--- config.mk ---
export PLATFORM = sky130hd
export DESIGN_NAME = uim_top
export DESIGN_NICKNAME = d
export VERILOG_FILES = /design/src/design/uim_pkg.sv /design/src/design/uim_top.sv /design/src/design/uim_enable_reg.sv /design/src/design/uim_irq_gate.sv
export VERILOG_INCLUDE_DIRS = /design/src /design/src/design
export SDC_FILE = /design/constraint.sdc
export NUM_CORES = 1
export LEC_CHECK = 0
export ABC_CLOCK_PERIOD_IN_PS = 2400
export BUFFER_PORTS_ARGS = -buffer_cell sky130_fd_sc_hd__buf_2
export CORE_ASPECT_RATIO = 2
export CORE_UTILIZATION = 39
export DETAILED_ROUTE_END_ITERATION = 8
export PLACE_DENSITY = 0.66
export SLEW_MARGIN = 20
export SYNTH_ARGS = -nofsm -noshare
export SYNTH_HDL_FRONTEND = slang
export SYNTH_HIERARCHICAL = 1
export SYNTH_SLANG_ARGS = --single-unit
--- constraint.sdc ---
create_clock -name clk -period 2.4 [get_ports clk]
set_input_delay 0.36 -clock clk [delete_from_list [all_inputs] [get_ports clk]]
set_output_delay 0.36 -clock clk [all_outputs]
set_load 0.01 [all_outputs]
--- src/design/uim_cfg.svh ---
// Purpose: constants for the serial port interrupt mask block
// Assumes: 32-bit AXI4-Lite register bus, byte addresses
// Notes: one controller instance per module copy
`ifndef UIM_CFG_SVH
`define UIM_CFG_SVH
// ****************************************
// register map
// ****************************************
`define UIM_BASE_FIRST 32'he0000000
`define UIM_BASE_SECOND 32'he0001000
`define UIM_OFF_ENABLE 12'h008
`define UIM_OFF_DISABLE 12'h00c
`define UIM_OFF_VIEW 12'h010
`define UIM_OFF_STATUS 12'h014
`define UIM_SRC_W 13
`define UIM_SRC_RESET 13'h0000
`define UIM_OFF_W 12
// ****************************************
// bus responses
// ****************************************
`define UIM_RESP_OKAY 2'h0
`define UIM_RESP_SLVERR 2'h2
`endif

--- src/design/uim_pkg.sv ---
// Purpose: types for the serial port interrupt mask block
// Assumes: nothing
// Notes: source bit positions listed in the enum
`include "uim_cfg.svh"
package uim_pkg;
    typedef logic [`UIM_SRC_W-1:0] uim_src_t;
    typedef enum logic [3:0] {
        UIM_RX_TRIG = 4'h0, UIM_RX_EMPTY = 4'h1, UIM_RX_FULL = 4'h2,
        UIM_TX_EMPTY = 4'h3, UIM_TX_FULL = 4'h4, UIM_RX_OVR = 4'h5,
        UIM_FRAME = 4'h6, UIM_PARITY = 4'h7, UIM_RX_TOUT = 4'h8,
        UIM_MODEM = 4'h9, UIM_TX_TRIG = 4'ha, UIM_TX_NFULL = 4'hb,
        UIM_TX_OVR = 4'hc
    } uim_bit_e;
    typedef enum logic [1:0] {
        UIM_W_IDLE = 2'h0, UIM_W_RESP = 2'h1
    } uim_wstate_e;
endpackage

--- src/design/uim_top.sv ---
// Purpose: interrupt enable, disable, view and status registers
// Assumes: AXI4-Lite slave, one write and one read under way at a time
// Notes: instance base chosen by parameter, offsets decoded in low bits
//
// Functional notes
// - writing one to a disable bit disables that source
// - view register read-only, one means source enabled
// - all enable bits read zero after reset
// - bits 31 to 13 ignored on write, read zero
// - common bit order, 12 tx overflow down to 0 rx trigger
// - two instances at two bases, registers at 0x08 to 0x14
// - writing one to an enable bit enables that source
//
// Chosen here: the AXI4-Lite slave port.
`include "uim_cfg.svh"
`timescale 1ns/10ps
`default_nettype none
module uim_top #(
    parameter logic [31:0] BASE_ADDR = `UIM_BASE_FIRST
) (
    input wire logic clk,
    input wire logic nrst,
    input wire logic [31:0] s_axi_awaddr,
    input wire logic s_axi_awvalid,
    output logic s_axi_awready,
    input wire logic [31:0] s_axi_wdata,
    input wire logic [3:0] s_axi_wstrb,
    input wire logic s_axi_wvalid,
    output logic s_axi_wready,
    output logic [1:0] s_axi_bresp,
    output logic s_axi_bvalid,
    input wire logic s_axi_bready,
    input wire logic [31:0] s_axi_araddr,
    input wire logic s_axi_arvalid,
    output logic s_axi_arready,
    output logic [31:0] s_axi_rdata,
    output logic [1:0] s_axi_rresp,
    output logic s_axi_rvalid,
    input wire logic s_axi_rready,
    input wire logic [`UIM_SRC_W-1:0] event_pulse,
    output logic irq
);
    // ****************************************
    // write channel
    // ****************************************
    uim_pkg::uim_wstate_e wst_r, wst_nxt;
    logic aw_held_r, aw_held_nxt;
    logic w_held_r, w_held_nxt;
    logic [31:0] awaddr_r, awaddr_nxt;
    logic [31:0] wdata_r, wdata_nxt;
    logic [3:0] wstrb_r, wstrb_nxt;
    logic [1:0] bresp_r, bresp_nxt;
    logic set_stb, clr_stb, sts_stb;
    uim_pkg::uim_src_t wr_bits;
    uim_pkg::uim_src_t enabled;
    uim_pkg::uim_src_t status_r, status_nxt;
    logic do_write;
    logic [`UIM_OFF_W-1:0] woff;
    logic wbase_ok;

    assign s_axi_awready = (wst_r == uim_pkg::UIM_W_IDLE) && !aw_held_r;
    assign s_axi_wready = (wst_r == uim_pkg::UIM_W_IDLE) && !w_held_r;
    assign s_axi_bvalid = (wst_r == uim_pkg::UIM_W_RESP);
    assign s_axi_bresp = bresp_r;

    always_comb begin
        wst_nxt = wst_r;
        aw_held_nxt = aw_held_r;
        w_held_nxt = w_held_r;
        awaddr_nxt = awaddr_r;
        wdata_nxt = wdata_r;
        wstrb_nxt = wstrb_r;
        do_write = 1'b0;
        case (wst_r)
            uim_pkg::UIM_W_IDLE: begin
                if (s_axi_awvalid && s_axi_awready) begin
                    aw_held_nxt = 1'b1;
                    awaddr_nxt = s_axi_awaddr;
                end
                if (s_axi_wvalid && s_axi_wready) begin
                    w_held_nxt = 1'b1;
                    wdata_nxt = s_axi_wdata;
                    wstrb_nxt = s_axi_wstrb;
                end
                if (aw_held_r && w_held_r) begin
                    do_write = 1'b1;
                    aw_held_nxt = 1'b0;
                    w_held_nxt = 1'b0;
                    wst_nxt = uim_pkg::UIM_W_RESP;
                end
            end
            uim_pkg::UIM_W_RESP: begin
                if (s_axi_bready) begin
                    wst_nxt = uim_pkg::UIM_W_IDLE;
                end
            end
            default: begin
                wst_nxt = uim_pkg::UIM_W_IDLE;
            end
        endcase
    end

    // decode, only the instance window is claimed
    always_comb begin
        woff = awaddr_r[`UIM_OFF_W-1:0];
        wbase_ok = (awaddr_r[31:`UIM_OFF_W] ==
            BASE_ADDR[31:`UIM_OFF_W]);
        set_stb = 1'b0;
        clr_stb = 1'b0;
        sts_stb = 1'b0;
        if (!do_write) begin
            bresp_nxt = bresp_r;
        end else if (wbase_ok && woff == `UIM_OFF_ENABLE) begin
            set_stb = 1'b1;
            bresp_nxt = `UIM_RESP_OKAY;
        end else if (wbase_ok && woff == `UIM_OFF_DISABLE) begin
            clr_stb = 1'b1;
            bresp_nxt = `UIM_RESP_OKAY;
        end else if (wbase_ok && woff == `UIM_OFF_STATUS) begin
            sts_stb = 1'b1;
            bresp_nxt = `UIM_RESP_OKAY;
        end else if (wbase_ok && woff == `UIM_OFF_VIEW) begin
            // read-only view: write accepted and dropped
            bresp_nxt = `UIM_RESP_OKAY;
        end else begin
            bresp_nxt = `UIM_RESP_SLVERR;
        end
    end

    // upper bits never reach the enable logic; lanes gate the low bits
    assign wr_bits = wdata_r[`UIM_SRC_W-1:0] &
        {{5{wstrb_r[1]}}, {8{wstrb_r[0]}}};

    always_ff @(posedge clk) begin
        if (!nrst) begin
            wst_r <= uim_pkg::UIM_W_IDLE;
            aw_held_r <= 1'b0;
            w_held_r <= 1'b0;
            awaddr_r <= 32'h0;
            wdata_r <= 32'h0;
            wstrb_r <= 4'h0;
            bresp_r <= `UIM_RESP_OKAY;
        end else begin
            wst_r <= wst_nxt;
            aw_held_r <= aw_held_nxt;
            w_held_r <= w_held_nxt;
            awaddr_r <= awaddr_nxt;
            wdata_r <= wdata_nxt;
            wstrb_r <= wstrb_nxt;
            bresp_r <= bresp_nxt;
        end
    end

    // ****************************************
    // enable bits and interrupt
    // ****************************************
    uim_enable_reg u_en (
        .clk(clk),
        .nrst(nrst),
        .set_stb(set_stb),
        .clr_stb(clr_stb),
        .wr_bits(wr_bits),
        .enabled(enabled)
    );

    // sticky events, write one clears, a new event wins over its clear
    always_comb begin
        status_nxt = status_r;
        if (sts_stb) begin
            status_nxt = status_nxt & ~wr_bits;
        end
        status_nxt = status_nxt | event_pulse;
    end

    always_ff @(posedge clk) begin
        if (!nrst) begin
            status_r <= `UIM_SRC_RESET;
        end else begin
            status_r <= status_nxt;
        end
    end

    uim_irq_gate u_irq (
        .clk(clk),
        .nrst(nrst),
        .status(status_r),
        .enabled(enabled),
        .irq(irq)
    );

    // ****************************************
    // read channel
    // ****************************************
    logic rvalid_r, rvalid_nxt;
    logic [31:0] rdata_r, rdata_nxt;
    logic [1:0] rresp_r, rresp_nxt;
    logic [`UIM_OFF_W-1:0] roff;
    logic rbase_ok;

    assign s_axi_arready = !rvalid_r;
    assign s_axi_rvalid = rvalid_r;
    assign s_axi_rdata = rdata_r;
    assign s_axi_rresp = rresp_r;

    always_comb begin
        rvalid_nxt = rvalid_r;
        rdata_nxt = rdata_r;
        rresp_nxt = rresp_r;
        roff = s_axi_araddr[`UIM_OFF_W-1:0];
        rbase_ok = (s_axi_araddr[31:`UIM_OFF_W] ==
            BASE_ADDR[31:`UIM_OFF_W]);
        if (rvalid_r && s_axi_rready) begin
            rvalid_nxt = 1'b0;
        end
        if (s_axi_arvalid && s_axi_arready) begin
            rvalid_nxt = 1'b1;
            rdata_nxt = 32'h0;
            rresp_nxt = `UIM_RESP_OKAY;
            if (rbase_ok && roff == `UIM_OFF_VIEW) begin
                rdata_nxt[`UIM_SRC_W-1:0] = enabled;
            end else if (rbase_ok && roff == `UIM_OFF_STATUS) begin
                rdata_nxt[`UIM_SRC_W-1:0] = status_r;
            end else if (rbase_ok && (roff == `UIM_OFF_ENABLE ||
                roff == `UIM_OFF_DISABLE)) begin
                // write-only registers read as zero
                rdata_nxt = 32'h0;
            end else begin
                rresp_nxt = `UIM_RESP_SLVERR;
            end
        end
    end

    always_ff @(posedge clk) begin
        if (!nrst) begin
            rvalid_r <= 1'b0;
            rdata_r <= 32'h0;
            rresp_r <= `UIM_RESP_OKAY;
        end else begin
            rvalid_r <= rvalid_nxt;
            rdata_r <= rdata_nxt;
            rresp_r <= rresp_nxt;
        end
    end
endmodule // uim_top
`default_nettype wire

--- src/design/uim_enable_reg.sv ---
// Purpose: per-source enable bits with set and clear strobes
// Assumes: strobes are one-cycle pulses
// Notes: clear wins over set on the same bit
`include "uim_cfg.svh"
`timescale 1ns/10ps
`default_nettype none
module uim_enable_reg (
    input wire logic clk,
    input wire logic nrst,
    input wire logic set_stb,
    input wire logic clr_stb,
    input wire uim_pkg::uim_src_t wr_bits,
    output uim_pkg::uim_src_t enabled
);
    uim_pkg::uim_src_t en_r;
    uim_pkg::uim_src_t en_nxt;
    genvar i;
    generate
        for (i = 0; i < `UIM_SRC_W; i++) begin : g_bit
            always_comb begin
                en_nxt[i] = en_r[i];
                if (set_stb && wr_bits[i]) begin
                    en_nxt[i] = 1'b1;
                end
                if (clr_stb && wr_bits[i]) begin
                    en_nxt[i] = 1'b0;
                end
            end
        end
    endgenerate
    always_ff @(posedge clk) begin
        if (!nrst) begin
            en_r <= `UIM_SRC_RESET;
        end else begin
            en_r <= en_nxt;
        end
    end
    assign enabled = en_r;
endmodule // uim_enable_reg
`default_nettype wire

--- src/design/uim_irq_gate.sv ---
// Purpose: combine event status with enable bits
// Assumes: status bits held by the caller
// Notes: single level output, registered
`include "uim_cfg.svh"
`timescale 1ns/10ps
`default_nettype none
module uim_irq_gate (
    input wire logic clk,
    input wire logic nrst,
    input wire uim_pkg::uim_src_t status,
    input wire uim_pkg::uim_src_t enabled,
    output logic irq
);
    logic irq_r;
    logic irq_nxt;
    always_comb begin
        irq_nxt = |(status & enabled);
    end
    always_ff @(posedge clk) begin
        if (!nrst) begin
            irq_r <= 1'b0;
        end else begin
            irq_r <= irq_nxt;
        end
    end
    assign irq = irq_r;
endmodule // uim_irq_gate
`default_nettype wire

==> metrics.cfg <==
[routing]
ant_nets=0
drc=0
post_drt_wl_per_cell_um=13.6
vias=3653
drt_wl_total_um=9960
dr.pass1.iters=4
avgViaCountPerCell=5.00
drtIter0Drc=84

[pwr]
ir_worst_vdd_mv=0.463
p_per_area_mw_per_mm2=690
leakagePower_nw=2.12
sequentialPowerShare_pct=47.5
power_frac_comb_pct=10.4
total_power_w=0.00354
p_int_w=0.00271
switchingPower_w=0.000828
switching_share_pct=23.4
p_clk_share_pct=42.1

[clock_tree]
cts_tree=yes
ctsRootBufferMaster=clkbuf_16
cts_hold_buffers=0
cts_sinks=93
cts_setup_buffers=0
clk_latency_ps=330
h-tree-depth=3
numCtsBuffers=9
ctsResizeCount=0
clock_path_buffers=2
path_clk_slew_ps=60

[sta]
final-hold-violation-count=0
rsz0062_at_grt=no
setup_tns_ps=0
slew_violations=0
period_needed_ps=1950
fmax_ghz=0.513
fin_hold_ws_ps=260
finalCritPeriodShare_pct=81.1
setup_violations=0
worstMarginPinSlew_ps=596
finalClockSkew_ps=4.78
slew_headroom_pct=60.2

[yosys]
synth_area_leaders=dfxtp_1 (44%), nand2_1 (10%), a21boi_0 (6.2%)
ys_seq_area_share_pct=43.9
synth_cells=484
syn_area_mm2=0.00425
synth.most_common_cell=nand2_1
yosys_warnings=6
yosysTopAreaCell=dfxtp_1
synth-seq-cells=93
avgSynthCellArea_um2=8.77
synth_top_area_share_pct=43.9
synth_flop_cell=dfxtp_1
async_flop_share_pct=0
synth_common_cells=nand2_1 (114), dfxtp_1 (93), a21boi_0 (35)
synth.distinct_cells=41
synth_edf_count=0

[layout]
nets=710
areaGrowthSynthToFinish_pct=20.9
regArea_mm2=0.00186
antenna_cells=0
drive_gt1_share_pct=29.6
multiInputGateArea_mm2=0.00213
fillerInstances=1085

[global_route]
grt_start_max_net_pins=66
grt_pass1_wl_um=15900
track_usage_pct=18.8
grt_pass1_vias=3548
overflow=0
grt_antenna_before_repair=0

[setup_path]
cp-endpoint=u_en/enabled[9]
end_kind=flop
r2r_cells=6
path_max_fanout=13
crit_path_start_kind=flop
regToRegSetupSlack_ps=450
required_ps=2650
startpoint=awaddr_r[12]
arrival_ps=2200
critPathKind=reg2reg
rr_endpoint=u_en/enabled[9]
reg2reg_from=awaddr_r[12]

[floorplan]
initial_core_util_pct=40.3
dieHeight_um=150
die_w_um=75.8
ios=162
dieArea_mm2=0.0113
core_area_mm2=0.0105
row_count=53

[status]
status=complete, no violations

[min_path]
hold_path.class=in2reg

[placed_design]
port_buffers=119
globalplace.congestion=0.775
dpl.hpwl_um=7790

[run]
maxCapViolCount=0

## sequential cells by signal (all words and copies together) (netlist names)
| register | flops |
|---|---|
| awaddr_r | 32 |
| s_axi_rdata | 13 |
| status_r | 13 |
| u_en/enabled | 13 |
| wdata_r | 13 |
| wstrb_r | 2 |
| aw_held_r | 1 |
| s_axi_bresp | 1 |
| s_axi_rresp | 1 |
| s_axi_rvalid | 1 |
| u_irq/irq | 1 |
| w_held_r | 1 |
| wst_r | 1 |
## power by group through the flow
stage / sequential, W / clock, W / combinational, W
after floorplan: 0.00169 / 0 / 0.000271
after global placement: 0.00171 / 0 / 0.000363
after detailed placement: 0.00171 / 0 / 0.000373
after CTS: 0.00168 / 0.00153 / 0.000373
after global routing: 0.00169 / 0.00159 / 0.000419
final: 0.00168 / 0.00149 / 0.000368
## through the flow
| stage | cells | worst slack (ps) | area [um^2] | util [%] |
|---|---|---|---|---|
| 3_3_place_gp | 716 | 506 | 4820 | 45.7 |
| 5_1_grt | 731 | 252 | 5130 | 48.7 |
| 6_report | 731 | 452 | 5130 | 48.7 |
| 4_1_cts | 731 | 410 | 5130 | 48.7 |
| 2_1_floorplan | 504 | 505 | 4320 | - |
| 3_5_place_dp | 716 | 424 | 4820 | 45.7 |
## cells by family after synthesis
kind of cell / after synthesis / synth area share [%]
flops: 93 / 43.9
other cells: 1 / 0.0883
simple gates: 194 / 22.2
compound gates: 127 / 22.3
buf+inv: 54 / 8.13
mux: 13 / 3.07
xor+xnor: 2 / 0.413
## worst min path at each step
stage	slack, ps	depth (start not counted)	startpoint	to
after floorplan	430	2	awaddr_r[30]	awaddr_r[30]
after global placement	440	2	s_axi_rdata[7]	s_axi_rdata[7]
after detailed placement	440	2	s_axi_rdata[0]	s_axi_rdata[0]
after CTS	250	3	s_axi_awaddr[16]	awaddr_r[16]
after global routing	260	3	s_axi_awaddr[27]	awaddr_r[27]
final	260	3	s_axi_awaddr[16]	awaddr_r[16]
## critical path, stage by stage (launching register included)
cell and delay [ps]:
dfxtp_1 310, nor4b_1 400, nand4_1 270, nor4_2 300, buf_4 280, a21oi_1 100
a211oi_1 200
## layout by cell type (no fill, tap or decap), drive strengths merged, types with 4 or more instances in the layout
cell type,synthesis,layout
nand4b,13,13
mux2i,13,13
a211oi,13,13
nor4,11,11
nand3,4,4
dfxtp,93,93
conb,1,21
a22oi,5,5
a21oi,27,27
a21boi,50,50
nand2,114,114
buf,41,126
clkbuf,10,11
and2,16,16
o21ai,28,28
nor2,19,19
## layer usage
| metal | track usage [%] | wire [um] |
|---|---|---|
| met5 | 0 | 0 |
| met3 | 3.50 | 392 |
| met2 | 36.4 | 5820 |
| met1 | 17.5 | 3520 |
| met4 | 9.35 | 229 |
## layout make-up
type	instances	area share, %
clock inverters	4	1.41
multi-input cells	357	41.4
repair buffers	126	12.6
inverters	3	0.219
flip-flops and latches	93	36.3
clock buffers	11	4.73
well taps	137	3.34
Note: power is estimated with default switching activity, not from simulation.
